==> config.mk <==
export PLATFORM = sky130hd
export DESIGN_NAME = rsr_setpoint_regs
export DESIGN_NICKNAME = d
export VERILOG_FILES = /design/src/rsr_pkg.sv /design/src/rsr_blank_timer.sv /design/src/rsr_setpoint_regs.sv /design/src/rsr_slew_stepper.sv
export VERILOG_INCLUDE_DIRS = /design/src
export SDC_FILE = /design/constraint.sdc
export NUM_CORES = 1
export LEC_CHECK = 0
export CORE_AREA = 4 4 146 113
export CTS_CLUSTER_SIZE = 40
export DETAILED_ROUTE_END_ITERATION = 7
export DIE_AREA = 0 0 150 117
export DONT_BUFFER_PORTS = 1
export PLACE_DENSITY = 0.61
export SETUP_SLACK_MARGIN = 0.5
export SLEW_MARGIN = 20
export SYNTH_ARGS = -nofsm -noshare
export SYNTH_HDL_FRONTEND = slang
export SYNTH_SLANG_ARGS = --single-unit
export TNS_END_PERCENT = 5
==> constraint.sdc <==
create_clock -name core_clk_in -period 3.4 [get_ports core_clk_in]
set_input_delay 0.51 -clock core_clk_in [delete_from_list [all_inputs] [get_ports core_clk_in]]
set_output_delay 0.51 -clock core_clk_in [all_outputs]
set_load 0.05 [all_outputs]
==> src/rsr_params.svh <==
`ifndef RSR_PARAMS_SVH
`define RSR_PARAMS_SVH

`define RSR_ADDR_BUCK_BOOST 8'h19
`define RSR_ADDR_SLEW_CTRL 8'h1a
`define RSR_ADDR_LINEAR_REG 8'h1b

`define RSR_RST_BUCK_BOOST 8'h94
`define RSR_RST_SLEW_CTRL 8'h06
`define RSR_RST_LINEAR_REG 8'h1f
`define RSR_RST_BUCK_LEVEL 6'h00

`define RSR_BIT_PULSE_SKIP 7
`define RSR_BIT_START 7
`define RSR_BIT_IMMEDIATE 6
`define RSR_SLEW_CODE_MSB 2
`define RSR_CODE_MSB 5

`define RSR_SLEW_CODE_JUMP 3'h7
`define RSR_CLK_MHZ 40
`define RSR_BLANK_TIME_US 5000
`define RSR_BLANK_CYCLES (`RSR_BLANK_TIME_US * `RSR_CLK_MHZ)
`define RSR_STEP_BASE_TIME_US 160
`define RSR_STEP_BASE_CYCLES (`RSR_STEP_BASE_TIME_US * `RSR_CLK_MHZ)

`endif

==> src/rsr_pkg.sv <==
package rsr_pkg;

   typedef struct packed {
      logic wr;
      logic rd;
      logic [7:0] addr;
      logic [7:0] wdata;
   } rsr_reg_req_t;

   typedef struct packed {
      logic pulse_skip_enable;
      logic [5:0] code;
   } rsr_bb_setting_t;

   typedef enum logic {
      RSR_IDLE,
      RSR_RAMP
   } rsr_step_state_t;

endpackage

==> src/rsr_blank_timer.sv <==
`timescale 1ns/1ps
module rsr_blank_timer #(
   parameter int CYCLES = 200000
) (
   input wire logic core_clk_in,
   input wire logic reset_in,
   input wire logic trigger_in,
   output logic blank_out
);
   logic [17:0] cnt_r;
   logic blank_r;

   // A new write restarts the full blanking window.
   always_ff @(posedge core_clk_in) begin
      if (reset_in) begin
         cnt_r <= 18'h00000;
         blank_r <= 1'b0;
      end else if (trigger_in) begin
         cnt_r <= 18'(CYCLES - 1);
         blank_r <= 1'b1;
      end else if (cnt_r != 18'h00000) begin
         cnt_r <= cnt_r - 18'h00001;
      end else begin
         blank_r <= 1'b0;
      end
   end

   assign blank_out = blank_r;
endmodule

==> src/rsr_setpoint_regs.sv <==
`timescale 1ns/1ps
`include "rsr_params.svh"
module rsr_setpoint_regs #(
   parameter int BLANK_CYCLES = `RSR_BLANK_CYCLES,
   parameter int STEP_BASE_CYCLES = `RSR_STEP_BASE_CYCLES
) (
   input wire logic core_clk_in,
   input wire logic reset_in,
   input wire rsr_pkg::rsr_reg_req_t reg_req_in,
   input wire logic unlock_in,
   input wire logic [5:0] buck_rail_one_target_in,
   input wire logic [5:0] buck_rail_two_target_in,
   input wire logic [1:0] buck_setpoint_wr_in,
   output logic [7:0] reg_rdata_out,
   output logic reg_rvalid_out,
   output logic [5:0] buck_rail_one_level_out,
   output logic [5:0] buck_rail_two_level_out,
   output logic transition_busy_out,
   output rsr_pkg::rsr_bb_setting_t buck_boost_rail_out,
   output logic [5:0] linear_reg_rail_out,
   output logic buck_boost_blank_out,
   output logic linear_reg_blank_out
);

   // Register state.
   logic bb_pulse_skip_r;
   logic [5:0] bb_code_r;
   logic start_r;
   logic immediate_apply_r;
   logic [2:0] slew_code_r;
   logic [5:0] linear_code_r;
   logic [7:0] rdata_r;
   logic rvalid_r;
   logic busy_r;

   // Transition control state.
   logic launch_r;
   logic [12:0] step_cnt_r;
   logic [12:0] step_cnt_nxt;
   logic start_nxt;

   // Address decode.
   wire sel_bb = (reg_req_in.addr == `RSR_ADDR_BUCK_BOOST);
   wire sel_slew = (reg_req_in.addr == `RSR_ADDR_SLEW_CTRL);
   wire sel_linear = (reg_req_in.addr == `RSR_ADDR_LINEAR_REG);

   // Password-protected registers take a write only while unlocked.
   wire wr_bb = reg_req_in.wr && sel_bb && unlock_in;
   wire wr_slew = reg_req_in.wr && sel_slew;
   wire wr_linear = reg_req_in.wr && sel_linear && unlock_in;

   // Start requests.
   wire start_write = wr_slew && reg_req_in.wdata[`RSR_BIT_START];
   wire immediate_write = immediate_apply_r && (buck_setpoint_wr_in != 2'b00);
   // Without immediate-apply a setpoint write does not launch the steppers.
   wire launch_nxt = start_write || immediate_write;

   // Stepper status.
   wire one_busy;
   wire two_busy;
   wire any_busy = one_busy || two_busy;
   wire transition_done = start_r && !launch_r && !any_busy;

   // Step interval, halved per slew code.
   wire [12:0] step_limit = 13'(STEP_BASE_CYCLES >> slew_code_r);
   wire jump_mode = (slew_code_r == `RSR_SLEW_CODE_JUMP);
   wire step_tick = any_busy && !jump_mode && (step_cnt_r == step_limit - 13'h0001);

   // Read data mux; reserved bits are zero and unmapped addresses read zero.
   wire [7:0] rd_bb = {bb_pulse_skip_r, 1'b0, bb_code_r};
   wire [7:0] rd_slew = {start_r, immediate_apply_r, 3'b000, slew_code_r};
   wire [7:0] rd_linear = {2'b00, linear_code_r};
   wire [7:0] rd_mux = sel_bb ? rd_bb :
                       sel_slew ? rd_slew :
                       sel_linear ? rd_linear : 8'h00;

   // A write of 1 in the completion cycle keeps the bit set.
   assign start_nxt = start_write ? 1'b1 : (transition_done ? 1'b0 : start_r);

   // The step counter restarts at each launch so the first step takes a full interval.
   assign step_cnt_nxt = (launch_r || !any_busy || step_tick) ? 13'h0000 : step_cnt_r + 13'h0001;

   always_ff @(posedge core_clk_in) begin
      if (reset_in) begin
         bb_pulse_skip_r <= 1'(`RSR_RST_BUCK_BOOST >> `RSR_BIT_PULSE_SKIP);
         bb_code_r <= 6'(`RSR_RST_BUCK_BOOST);
      end else if (wr_bb) begin
         bb_pulse_skip_r <= reg_req_in.wdata[`RSR_BIT_PULSE_SKIP];
         bb_code_r <= reg_req_in.wdata[`RSR_CODE_MSB:0];
      end
   end

   always_ff @(posedge core_clk_in) begin
      if (reset_in) begin
         immediate_apply_r <= 1'(`RSR_RST_SLEW_CTRL >> `RSR_BIT_IMMEDIATE);
         slew_code_r <= 3'(`RSR_RST_SLEW_CTRL);
      end else if (wr_slew) begin
         immediate_apply_r <= reg_req_in.wdata[`RSR_BIT_IMMEDIATE];
         slew_code_r <= reg_req_in.wdata[`RSR_SLEW_CODE_MSB:0];
      end
   end

   always_ff @(posedge core_clk_in) begin
      if (reset_in) begin
         linear_code_r <= 6'(`RSR_RST_LINEAR_REG);
      end else if (wr_linear) begin
         linear_code_r <= reg_req_in.wdata[`RSR_CODE_MSB:0];
      end
   end

   always_ff @(posedge core_clk_in) begin
      if (reset_in) begin
         start_r <= 1'b0;
         launch_r <= 1'b0;
         step_cnt_r <= 13'h0000;
         busy_r <= 1'b0;
      end else begin
         start_r <= start_nxt;
         launch_r <= launch_nxt;
         step_cnt_r <= step_cnt_nxt;
         busy_r <= any_busy;
      end
   end

   always_ff @(posedge core_clk_in) begin
      if (reset_in) begin
         rdata_r <= 8'h00;
         rvalid_r <= 1'b0;
      end else begin
         rdata_r <= reg_req_in.rd ? rd_mux : rdata_r;
         rvalid_r <= reg_req_in.rd;
      end
   end

   // Only the first two buck rails get steppers; other rails never see the slew logic.
   rsr_slew_stepper u_step_one (
      .core_clk_in(core_clk_in),
      .reset_in(reset_in),
      .start_in(launch_r),
      .target_in(buck_rail_one_target_in),
      .step_in(step_tick),
      .jump_in(jump_mode),
      .level_out(buck_rail_one_level_out),
      .busy_out(one_busy)
   );

   rsr_slew_stepper u_step_two (
      .core_clk_in(core_clk_in),
      .reset_in(reset_in),
      .start_in(launch_r),
      .target_in(buck_rail_two_target_in),
      .step_in(step_tick),
      .jump_in(jump_mode),
      .level_out(buck_rail_two_level_out),
      .busy_out(two_busy)
   );

   // Blanking starts on every accepted write, even one that leaves the code unchanged.
   rsr_blank_timer #(
      .CYCLES(BLANK_CYCLES)
   ) u_blank_bb (
      .core_clk_in(core_clk_in),
      .reset_in(reset_in),
      .trigger_in(wr_bb),
      .blank_out(buck_boost_blank_out)
   );

   rsr_blank_timer #(
      .CYCLES(BLANK_CYCLES)
   ) u_blank_linear (
      .core_clk_in(core_clk_in),
      .reset_in(reset_in),
      .trigger_in(wr_linear),
      .blank_out(linear_reg_blank_out)
   );

   assign reg_rdata_out = rdata_r;
   assign reg_rvalid_out = rvalid_r;
   assign transition_busy_out = busy_r;
   assign buck_boost_rail_out.pulse_skip_enable = bb_pulse_skip_r;
   assign buck_boost_rail_out.code = bb_code_r;
   assign linear_reg_rail_out = linear_code_r;
endmodule

==> src/rsr_slew_stepper.sv <==
`timescale 1ns/1ps
`include "rsr_params.svh"
module rsr_slew_stepper (
   input wire logic core_clk_in,
   input wire logic reset_in,
   input wire logic start_in,
   input wire logic [5:0] target_in,
   input wire logic step_in,
   input wire logic jump_in,
   output logic [5:0] level_out,
   output logic busy_out
);
   rsr_pkg::rsr_step_state_t state_r;
   rsr_pkg::rsr_step_state_t state_nxt;
   logic [5:0] level_r;
   logic [5:0] level_nxt;
   logic [5:0] tgt_r;
   logic [5:0] tgt_nxt;

   assign tgt_nxt = start_in ? target_in : tgt_r;

   // One code per step interval (jump mode moves straight to target); the slew code sets the step time and so the rate.
   always_comb begin
      level_nxt = level_r;
      state_nxt = state_r;
      case (state_r)
         rsr_pkg::RSR_IDLE: begin
            if (start_in) begin
               state_nxt = rsr_pkg::RSR_RAMP;
            end
         end
         rsr_pkg::RSR_RAMP: begin
            if (jump_in) begin
               level_nxt = tgt_r;
            end else if (step_in && level_r < tgt_r) begin
               level_nxt = level_r + 6'h01;
            end else if (step_in && level_r > tgt_r) begin
               level_nxt = level_r - 6'h01;
            end
            if (!start_in && level_nxt == tgt_r) begin
               state_nxt = rsr_pkg::RSR_IDLE;
            end
         end
         default: begin
            state_nxt = rsr_pkg::RSR_IDLE;
         end
      endcase
   end

   always_ff @(posedge core_clk_in) begin
      if (reset_in) begin
         state_r <= rsr_pkg::RSR_IDLE;
         level_r <= `RSR_RST_BUCK_LEVEL;
         tgt_r <= `RSR_RST_BUCK_LEVEL;
      end else begin
         state_r <= state_nxt;
         level_r <= level_nxt;
         tgt_r <= tgt_nxt;
      end
   end

   assign level_out = level_r;
   assign busy_out = (state_r == rsr_pkg::RSR_RAMP);
endmodule
---- Yosys cells after proc, flatten, opt, wreduce, memory -nomap -nowiden ----
Index checks and enable logic that the tools add are counted.
storage, ports and cells
  bits in registers ....................... 106
  input port bits ......................... 35
  logic and storage cells ................. 106
cells by class
  add/subtract/negate cells ............... 8
  magnitude comparators ................... 4
  equal/unequal tests ..................... 9
  shift-type cells ........................ 1
  mux-type cells .......................... 26
  bitwise operators ....................... 2
  reduce and logical (&&, ||, !) cells .... 33
operators by type and width
  kind                   count
  $mux 18                4
  $mux 6                 9
  $reduce_bool 18->1     2
  $sub 18x1->18 const B  2
  $eq 8x5->1 const B     3
  $logic_and 1x1->1      17
  $mux 8                 2
  $add 13x1->13 const B  1
  $eq 13x13->1           1
  $shr 13x3->13 const A  1
  $sub 13x1->13 const B  1
  $add 6x1->6 const B    2
  $eq 6x6->1             2
  $gt 6x6->1             2
  $lt 6x6->1             2
  $sub 6x1->6 const B    2
  $mux 1                 9
  $reduce_bool 2->1      4
  $reduce_or 2->1        3
  $logic_or 1x1->1       4
  $ne 2x1->1 const B     2
  $pmux 1 s2             2
  $eq 3x3->1 const B     1
  $logic_not 1->1        3
  $not 1->1              2

---- Logic depth before layout (Yosys ltp) ----
Gate-level depths: netlist (run 1).
  depth after elaboration ................. 13
  gate-level depth with buffers ........... 14
  gate-level depth less buffers ........... 11

---- Hierarchy ----
Synthesis (run 1) repeated with hierarchy kept, for this count alone.
second synthesis, totals
  cell total of the unflattened synthesis .. 825
  area, all modules ....................... 6821.5 sq um
modules (own cells, without submodules)
  module             instances  cells an instance  area each (sq um)  seq. area each (sq um)
  rsr_setpoint_regs  1          271                2354.8             840.8
  rsr_slew_stepper   2          152                1166.1             260.2
  rsr_blank_timer    2          125                1067.3             380.4

---- Worst setup path after synthesis (run 1) ----
Ideal clock, no wire load.
  path kind ............................... register to register
  from .................................... register u_step_one.level_r[3], in the netlist u_step_one.level_out[3]
  to ...................................... register u_step_one.state_r, in the netlist u_step_one.busy_out
  arrival ................................. 3.130 ns
  required time ........................... 3.267 ns
  slack ................................... 0.137 ns
  stages on the path, launching flop included .. 10
  path buffers ............................ 0
  period minus slack after synthesis ...... 3.263 ns
  cells stage by stage .................... dfxtp_1 > ha_1 > and4_1 > a221oi_1 > mux2_2 > xor2_1 > or4_1 > o21a_1 > nor4_1 > a211oi_1
between the ends
  word-level cells in the longest chain between the ends .. 10
  elaborated cells between the ends (all ways) .. 14
  those cells by class .................... add/sub: 2; order compare: 2; eq/ne: 1; mux: 6; reduce/logical: 3
ends and longest elaborated chain
  item                    RTL line                text
  start, declared         rsr_slew_stepper.sv:15  logic [5:0] level_r;
  start signal, assigned  rsr_slew_stepper.sv:53  level_r <= `RSR_RST_BUCK_LEVEL;
  start signal, assigned  rsr_slew_stepper.sv:57  level_r <= level_nxt;
  $gt 6x6->1              rsr_slew_stepper.sv:37  end else if (step_in && level_r > tgt_r) begin
  $logic_and 1x1->1       rsr_slew_stepper.sv:37
  $mux 6                  rsr_slew_stepper.sv:37
  $mux 6 (*)              rsr_slew_stepper.sv:35  end else if (step_in && level_r < tgt_r) begin
  $mux 6 (*)              rsr_slew_stepper.sv:33  if (jump_in) begin
  $mux 6 (*)              rsr_slew_stepper.sv:26  case (state_r)
  $eq 6x6->1 (*)          rsr_slew_stepper.sv:40  if (!start_in && level_nxt == tgt_r) begin
  $logic_and 1x1->1 (*)   rsr_slew_stepper.sv:40
  $mux 1 (*)              rsr_slew_stepper.sv:40
  $pmux 1 s2 (*)          rsr_slew_stepper.sv:26
  end signal, assigned    rsr_slew_stepper.sv:52  state_r <= rsr_pkg::RSR_IDLE;
  end signal, assigned    rsr_slew_stepper.sv:56  state_r <= state_nxt;
  end, declared           rsr_slew_stepper.sv:13  rsr_pkg::rsr_step_state_t state_r;
Mark *: on every way between the ends. The rest lies on a longest branch, timed or not. The select of a mux whose other input is x is not followed.
A chain may end at the register's enable or synchronous reset.

---- Worst setup path after layout (run 1) ----
  from .................................... register slew_code_r[1]
  to ...................................... register u_step_one.state_r, in the netlist u_step_one.busy_out
between the ends
  word-level cells in the longest chain between the ends .. 13
  elaborated cells between the ends (all ways) .. 17
  those cells by class .................... add/sub: 1; eq/ne: 3; shift: 1; mux: 6; reduce/logical: 6
ends and longest elaborated chain
  item                                                      RTL line                 text
  start, declared                                           rsr_setpoint_regs.sv:30  logic [2:0] slew_code_r;
  start signal, assigned                                    rsr_setpoint_regs.sv:96  slew_code_r <= 3'(`RSR_RST_SLEW_CTRL);
  start signal, assigned                                    rsr_setpoint_regs.sv:99  slew_code_r <= reg_req_in.wdata[`RSR_SLEW_CODE_MSB:0];
  $shr 13x3->13 / $eq 3x3->1 (equally long branches)        n/a
  $sub 13x1->13 / $logic_not 1->1 (equally long branches)   rsr_setpoint_regs.sv:67  wire step_tick = any_busy && !jump_mode && (step_cnt_r == step_limit - 13'h0001);
  $eq 13x13->1 / $logic_and 1x1->1 (equally long branches)  rsr_setpoint_regs.sv:67
  $logic_and 1x1->1                                         rsr_setpoint_regs.sv:67
  $logic_and 1x1->1                                         rsr_slew_stepper.sv:37
  $mux 6                                                    rsr_slew_stepper.sv:37
  $mux 6                                                    rsr_slew_stepper.sv:35
  $mux 6 (*)                                                rsr_slew_stepper.sv:33
  $mux 6 (*)                                                rsr_slew_stepper.sv:26
  $eq 6x6->1 (*)                                            rsr_slew_stepper.sv:40
  $logic_and 1x1->1 (*)                                     rsr_slew_stepper.sv:40
  $mux 1 (*)                                                rsr_slew_stepper.sv:40
  $pmux 1 s2 (*)                                            rsr_slew_stepper.sv:26
Marks and branches as above.

==> results of run 1 <==
## what timing repair did
action	4_1_cts	5_1_grt
pin swaps	14	11
hold endpoints to repair	0	0
setup endpoints to repair	11	42
buffers inserted	12	4
gates resized for setup	27	17
cloned	2	0
## layer usage
layer / share of wire / wire length [µm]
met3: 0.075 / 1133
met1: 0.46 / 6940
met2: 0.44 / 6729
met5: 0 / 0
met4: 0.023 / 346
## through the flow
step	instance area [µm²]	setup slack, ps	hold slack (ps)	utilization
2_1_floorplan	5976	503.5	429.9	-
3_3_place_gp	6196	220.6	443.4	0.4123
3_5_place_dp	6196	112.6	450.0	0.4123
4_1_cts	6783	380.6	192.6	0.4513
5_1_grt	6899	207.6	203.8	0.4590
6_report	6899	329.6	207.4	0.4590
## synth_stat cells (all sizes together) (2+ instances only)
master   number
a21o          3
o32a          2
o21a          3
and4          2
nor3         30
dfxtp       106
buf           7
mux2          8
nand3b        4
and2          3
o21ai        26
clkbuf       34
ha           24
inv          29
a211oi        2
nand2        62
nor2b         4
nor4b         4
xor2         25
or4b          2
a22o          7
o2111ai       2
or4           6
nand2b       20
nand3        28
a22oi         9
nor3b         6
and3          3
mux2i        24
or3           7
nand4         6
a32oi         2
nor2         93
o211ai        4
a21oi        52
a2111oi       2
a31oi         7
nor4         10
a31o          2
xnor2        41
o31ai         4
## worst max-delay path, cell delays in order, from the launching register on
cell and delay (ps):
dfxtp_4 440, inv_6 60, ha_4 170, or3_4 340, nand2b_4 150, or3_1 350, o211ai_1 170, nand3_2 190
buf_12 180, or4_4 400, o21a_1 130, nor4_2 280, a211oi_2 90
## layout make-up
type	instances	area, µm²	share of cell area
clock buffers	10	239.0	0.03464
clock inverters	6	78.83	0.01143
inverters	29	116.4	0.01687
multi-input cells	552	3735	0.5413
flip-flops and latches	106	2148	0.3114
well taps	205	256.5	0.03718
repair buffers	34	325.3	0.04715
## power groups by stage
stage               Clock, W  Sequential, W  Combinational, W
floorplan                  0        0.00158          0.000980
finish               0.00112        0.00159           0.00112
detailed placement         0        0.00162           0.00111
CTS                  0.00116        0.00159           0.00112
global placement           0        0.00161           0.00107
global route         0.00120        0.00161           0.00127
## cell families (layout without fill, tap and decap cells)
kind of cell / count (synthesis) / after routing
buffers and inverters: 70 / 79
DFF: 106 / 106
AOI/OAI and AO/OA: 136 / 136
and+or+nand+nor: 294 / 294
xor gates and xnor gates: 66 / 66
adders and majority gates: 24 / 24
muxes: 32 / 32
## sequential cells by signal (all words and copies together), names as in the netlist, 3 cells and up
| register | flops |
|---|---|
| u_step_one.tgt_r | 6 |
| bb_code_r | 6 |
| u_blank_bb.cnt_r | 18 |
| u_step_one.level_out | 6 |
| u_step_two.level_out | 6 |
| linear_reg_rail_out | 6 |
| reg_rdata_out | 8 |
| slew_code_r | 3 |
| step_cnt_r | 13 |
| u_step_two.tgt_r | 6 |
| u_blank_linear.cnt_r | 18 |
## worst paths after layout
kind,slack [ps],to,cells after the start,start
setup reg to reg,330,u_step_one.busy_out,12,slew_code_r[1]
hold / removal,210,u_step_one.tgt_r[4],1,reset_in
hold reg to reg,470,step_cnt_r[0],1,step_cnt_r[0]
setup / recovery,330,u_step_one.busy_out,12,slew_code_r[1]
==> flow_summary.json, run 1 <==
{
  "core-area_mm2": 0.01503,
  "synthAdderAreaFrac": 0.05065,
  "synth_area_leader_cell": "dfxtp_1",
  "io_pins": 72,
  "cts_max_level": 3,
  "worst_pin_slew_ps": 1106,
  "drt_iter0_drc": 312,
  "p_leak_nw": 2.517,
  "synth.area.mux_share": 0.05572,
  "detail_route.wl_per_cell_um": 16.08,
  "grt_pass1_wl_mm": 24.47,
  "numPortBuffers": 0,
  "ys_seq_elements": 106,
  "syn_nets": 787,
  "synth_cells": 728,
  "worst_slew_margin_rel": 0.2616,
  "rsz0062_at_grt": "true",
  "first_pass_iters": 5,
  "intPower_w": 0.002558,
  "cp.arrival_ps": 3310,
  "routed_via_density": 5.496,
  "max_freq_mhz": 325.7,
  "cts_root_buf": "clkbuf_16",
  "synth_ff_type": "dfxtp_1",
  "mostFrequentLayoutCells": "dfxtp_1 (95), nor2_1 (92), nand2_1 (60)",
  "cts.sinks": 106,
  "synth.top_cell.area_share": 0.3580,
  "maxCapViolations": 0,
  "worstSetupPathType": "register to register",
  "synth_edf_count": 0,
  "synthTopCellsByArea": "dfxtp_1 (36%), xnor2_1 (6.1%), nor2_1 (5.8%), ha_1 (5.1%), a21oi_1 (4.4%)",
  "totalWireLength_mm": 15.15,
  "cts_buffer_depth": 2,
  "rows": 39,
  "crit_fanout": 6,
  "p_comb_frac": 0.292,
  "busiest_layer": "met2",
  "gp_congestion": 0.8639,
  "cts_tree": "yes",
  "endpoint_kind": "register",
  "status": "complete, no violations",
  "ant_nets": 0,
  "fin_cells": 942,
  "crit_required_ps": 3640,
  "grtUsageMet2": 0.2873,
  "finClkSkew_ps": 10.61,
  "synth_xor_xnor_area_share": 0.09751,
  "n_fill_cell": 1441,
  "antenna_found_initial": 0,
  "layout_commonest_cell": "dfxtp_1",
  "hpwlAfterDp_mm": 10.26,
  "ys_seq_area_frac": 0.3580,
  "start_util": 0.3944,
  "nets": 791,
  "grt-ovfl-total": 0,
  "hold_class": "input pin to register",
  "power.density_mw_per_mm2": 555.5,
  "area_growth_syn_to_layout_pct": 16.38,
  "hold_viol": 0,
  "peakVddDrop_mv": 0.2685,
  "die_h_um": 117,
  "syn_area_mm2": 0.005928,
  "drive_gt1_frac": 0.1465,
  "met1_usage": 0.2215,
  "setup_viol": 0,
  "total_power_w": 0.003832,
  "synth_top_family_by_area": "simple AND/OR/NAND/NOR gates",
  "use_met3": 0.04619,
  "fin_setup_tns_ps": 0,
  "num_vias": 5177,
  "p_clk_frac": 0.292,
  "post-route-min-period_ps": 3070,
  "synthSimpleGateAreaFrac": 0.2480,
  "fin_crit_sh": 0.9031,
  "grt_pass1_vias": 4991,
  "yosys_warnings": 0,
  "placed_cells": 908,
  "dieArea_mm2": 0.01755,
  "yosys.cell_types.count": 63,
  "antenna_cells": 0,
  "startpoint_type": "register",
  "async_reset_ff_frac": 0,
  "p_switching_w": 0.001274,
  "grtUsageTotal": 0.1733,
  "die_w_um": 150,
  "syn_avg_cell_area_um2": 8.143,
  "cts_hold_buf": 0,
  "slew_violations": 0,
  "grt_start_max_net_pins": 77,
  "sw_frac_of_total": 0.3324,
  "worstSkewPairLatency_ps": 360,
  "drc": 0,
  "synth_compound_area_frac": 0.1442,
  "pwr-share-seq": 0.416,
  "numCtsBuffers": 9,
  "clk_pin_slew_ps": 80
}
Power figures use the tool's default switching activity.
==> inputs of run 2 (changes only) <==
- CORE_AREA: 4 4 146 113 -> 4 4 156 121
- DIE_AREA: 0 0 150 117 -> 0 0 160 125
- SYNTH_HIERARCHICAL: default -> 1
- clock period: 3.4 -> 2.9 ns (I/O delays scaled with it)
==> run 2 against run 1 <==
  * The run now ends with setup timing left
  * Synthesized cell count grew 13%
  * Setup slack worse by 1000 ps
  * Total power increased by 33%
  * Via count grew 20%
  * Critical path depth grew 2
  * Wire length increased by 24%
  * Hold slack worse by 55 ps
  * Global-route usage increased by 1.0 points
  * Sequential share of layout area decreased by 4.6 points
  * Non-clock buffer count grew 47
  * Critical path type unchanged
==> flow_summary.json, run 2 <==
{
  "status": "complete, but fails checks",
  "violations": "setup timing",
  "fin_crit_sh": 1.232,
  "synth_edf_count": 0,
  "gp_congestion": 0.8977,
  "drive_gt1_frac": 0.1959,
  "critPathSlowestCell": "or4b_4",
  "netlist_top_cells_count": "dfxtp_1 (106), nor2_1 (70), nand2_1 (58)",
  "nets": 929,
  "crit_fanout": 8,
  "num_vias": 6220,
  "worstSetupPathType": "register to register",
  "cts_root_buf": "clkbuf_16",
  "peakVddDrop_mv": 0.3554,
  "synth_most_common_cell": "dfxtp_1",
  "post-route-min-period_ps": 3572,
  "detail_route.wl_per_cell_um": 17.17,
  "hold_class": "input pin to register",
  "min_to": "u_blank_linear/cnt_r[4]",
  "numCtsBuffers": 9,
  "largestRegisters": "u_blank_bb/cnt_r x18, u_blank_linear/cnt_r x18, step_cnt_r x13",
  "area_growth_syn_to_layout_pct": 17.64,
  "pre_cts_ws_ps": -661.6,
  "synth_cells": 825,
  "max_freq_mhz": 279.9,
  "hpwlAfterDp_mm": 13.08,
  "syn_avg_cell_area_um2": 8.269,
  "mostFrequentLayoutCells": "dfxtp_1 (104), buf_4 (77), nor2_1 (70)",
  "worstSkewPairLatency_ps": 360,
  "totalWireLength_mm": 18.77,
  "crit_path_max_incr_delay_ps": 490,
  "total_power_w": 0.005098,
  "timing.final.ws_setup_ps": -672.4,
  "r2r-start": "slew_code_r[0]",
  "numPortBuffers": 0,
  "finClkSkew_ps": 11.77,
  "cts_tree": "yes",
  "cp.arrival_ps": 3800,
  "grt_start_max_net_pins": 90,
  "grt-ovfl-total": 0,
  "grt_pass1_vias": 5717,
  "syn_nets": 886,
  "min_path_cells": 1,
  "path_cells": "buf_6 > ha_4 > or3_4 > nand3b_4 > or4b_4 > and3_4 > nor4_4 > buf_12 > o21ai_4 > or3_1 > mux2_4 > nand2_1 > and4b_1 > a311oi_2",
  "slew_violations": 0,
  "async_reset_ff_frac": 0,
  "cts_buffer_depth": 2,
  "rr_worst_depth": 14,
  "fin_area_mm2": 0.008025,
  "drc": 0,
  "synthTopCellsByArea": "dfxtp_1 (31%), mux2i_1 (6.5%), ha_1 (4.8%), nor2_1 (3.9%), a21oi_1 (3.7%)",
  "hold_viol": 0,
  "drt_iter0_drc": 639,
  "dieArea_mm2": 0.02000,
  "startpoint": "slew_code_r[0]",
  "die_h_um": 125,
  "p_leak_nw": 3.125,
  "syn_area_mm2": 0.006822,
  "io_pins": 72,
  "power.density_mw_per_mm2": 635.3,
  "rows": 42,
  "crit_required_ps": 3130,
  "start_util": 0.3934,
  "synth_area_leader_cell": "dfxtp_1",
  "startpoint_type": "register",
  "routed_via_density": 5.691,
  "place_area_mm2": 0.007503,
  "rsz0062_at_grt": "true",
  "core-area_mm2": 0.01734,
  "cts_hold_buf": 0,
  "fin_hold_ws_ps": 152.7,
  "grtUsageTotal": 0.1837,
  "fin_util": 0.4628,
  "die_w_um": 160,
  "maxCapViolations": 0,
  "yosys.cell_types.count": 72,
  "first_pass_iters": 5,
  "min_from": "reset_in",
  "worst_pin_slew_ps": 625.9,
  "clk_pin_slew_ps": 80,
  "setup_viol": 14,
  "ant_nets": 0,
  "synth.top_cell.area_share": 0.3111,
  "antenna_found_initial": 0,
  "ys_seq_elements": 106,
  "cts.sinks": 106,
  "crit_buf_inv": 2,
  "worst_slew_margin_rel": 0.5824,
  "ys_seq_area_frac": 0.3111,
  "yosys_warnings": 6,
  "endpoint_kind": "register",
  "r2r_slack_ps": -670,
  "cts_max_level": 3,
  "layout_commonest_cell": "dfxtp_1",
  "antenna_cells": 0,
  "rr_endpoint": "u_step_two/busy_out",
  "grt_pass1_wl_mm": 30.58,
  "synth_ff_type": "dfxtp_1",
  "path_delay_family": "simple AND/OR/NAND/NOR gates"
}
run 2: power by group:
part / switching [W] / total (W) / internal, W / leakage (nW)
Clock: 0.000608 / 0.00121 / 0.000599 / 0.139
Combinational: 0.00114 / 0.00194 / 0.000793 / 2.13
Sequential: 0.000280 / 0.00196 / 0.00168 / 0.861
run 2: through the flow:
step	cells	setup TNS (ps)
after global placement	1072	-5756
after floorplan	825	-4997
final	1093	-6306
after CTS	1088	-4640
after detailed placement	1072	-6515
after global routing	1093	-7881
run 2: worst reg2reg max path: cells and delay by family, from the launching register on:
kind | cells | cell delay [ps]
flops | 1 | 370
compound gates | 2 | 170
fa+ha+maj | 1 | 150
simple gates | 8 | 2170
mux | 1 | 280
buf+inv | 2 | 310
run 2: timing repair:
item,CTS,global route
endpoints found under the setup margin,26,26
gates cloned,0,1
gates resized for setup,20,25
pin swaps,6,14
setup buffers,0,4
run 2: worst max path at each step:
stage / endpoint / depth (start not counted)
after floorplan: u_step_one/level_out[5] / 16
after detailed placement: u_step_two/busy_out / 15
after global routing: u_step_two/busy_out / 14
after global placement: u_step_one/level_out[5] / 14
after CTS: u_step_two/busy_out / 15
final: u_step_two/busy_out / 14
run 2: cell type report:
cell class	instances	area, µm²
flip-flops and latches	106	2130
clock inverters	7	58.81
repair buffers	81	645.6
well taps	220	275.3
clock buffers	9	225.2
fillers	1676	9316
multi-input cells	627	4522
inverters	43	168.9
run 2: kinds of logic (layout without fill, tap and decap cells):
kind of cell | after synthesis | after routing | share of synthesized area
AO/OA/AOI/OAI | 198 | 198 | 0.1977
XOR/XNOR | 39 | 39 | 0.05007
adder cells (fa/ha/maj) | 26 | 26 | 0.04769
buffers and inverters | 92 | 140 | 0.05888
flip-flops | 106 | 106 | 0.3111
multiplexers | 54 | 54 | 0.08217
AND/OR/NAND/NOR | 310 | 310 | 0.2524
run 2: routing by layer:
metal  GRT usage  part of all wire  vias to the layer above
met5           0                 0                        -
met4     0.04856             0.015                        0
met3     0.04342             0.058                       20
met2      0.2648              0.42                      184
met1      0.2736              0.50                     2894
li1            -                 -                     3122
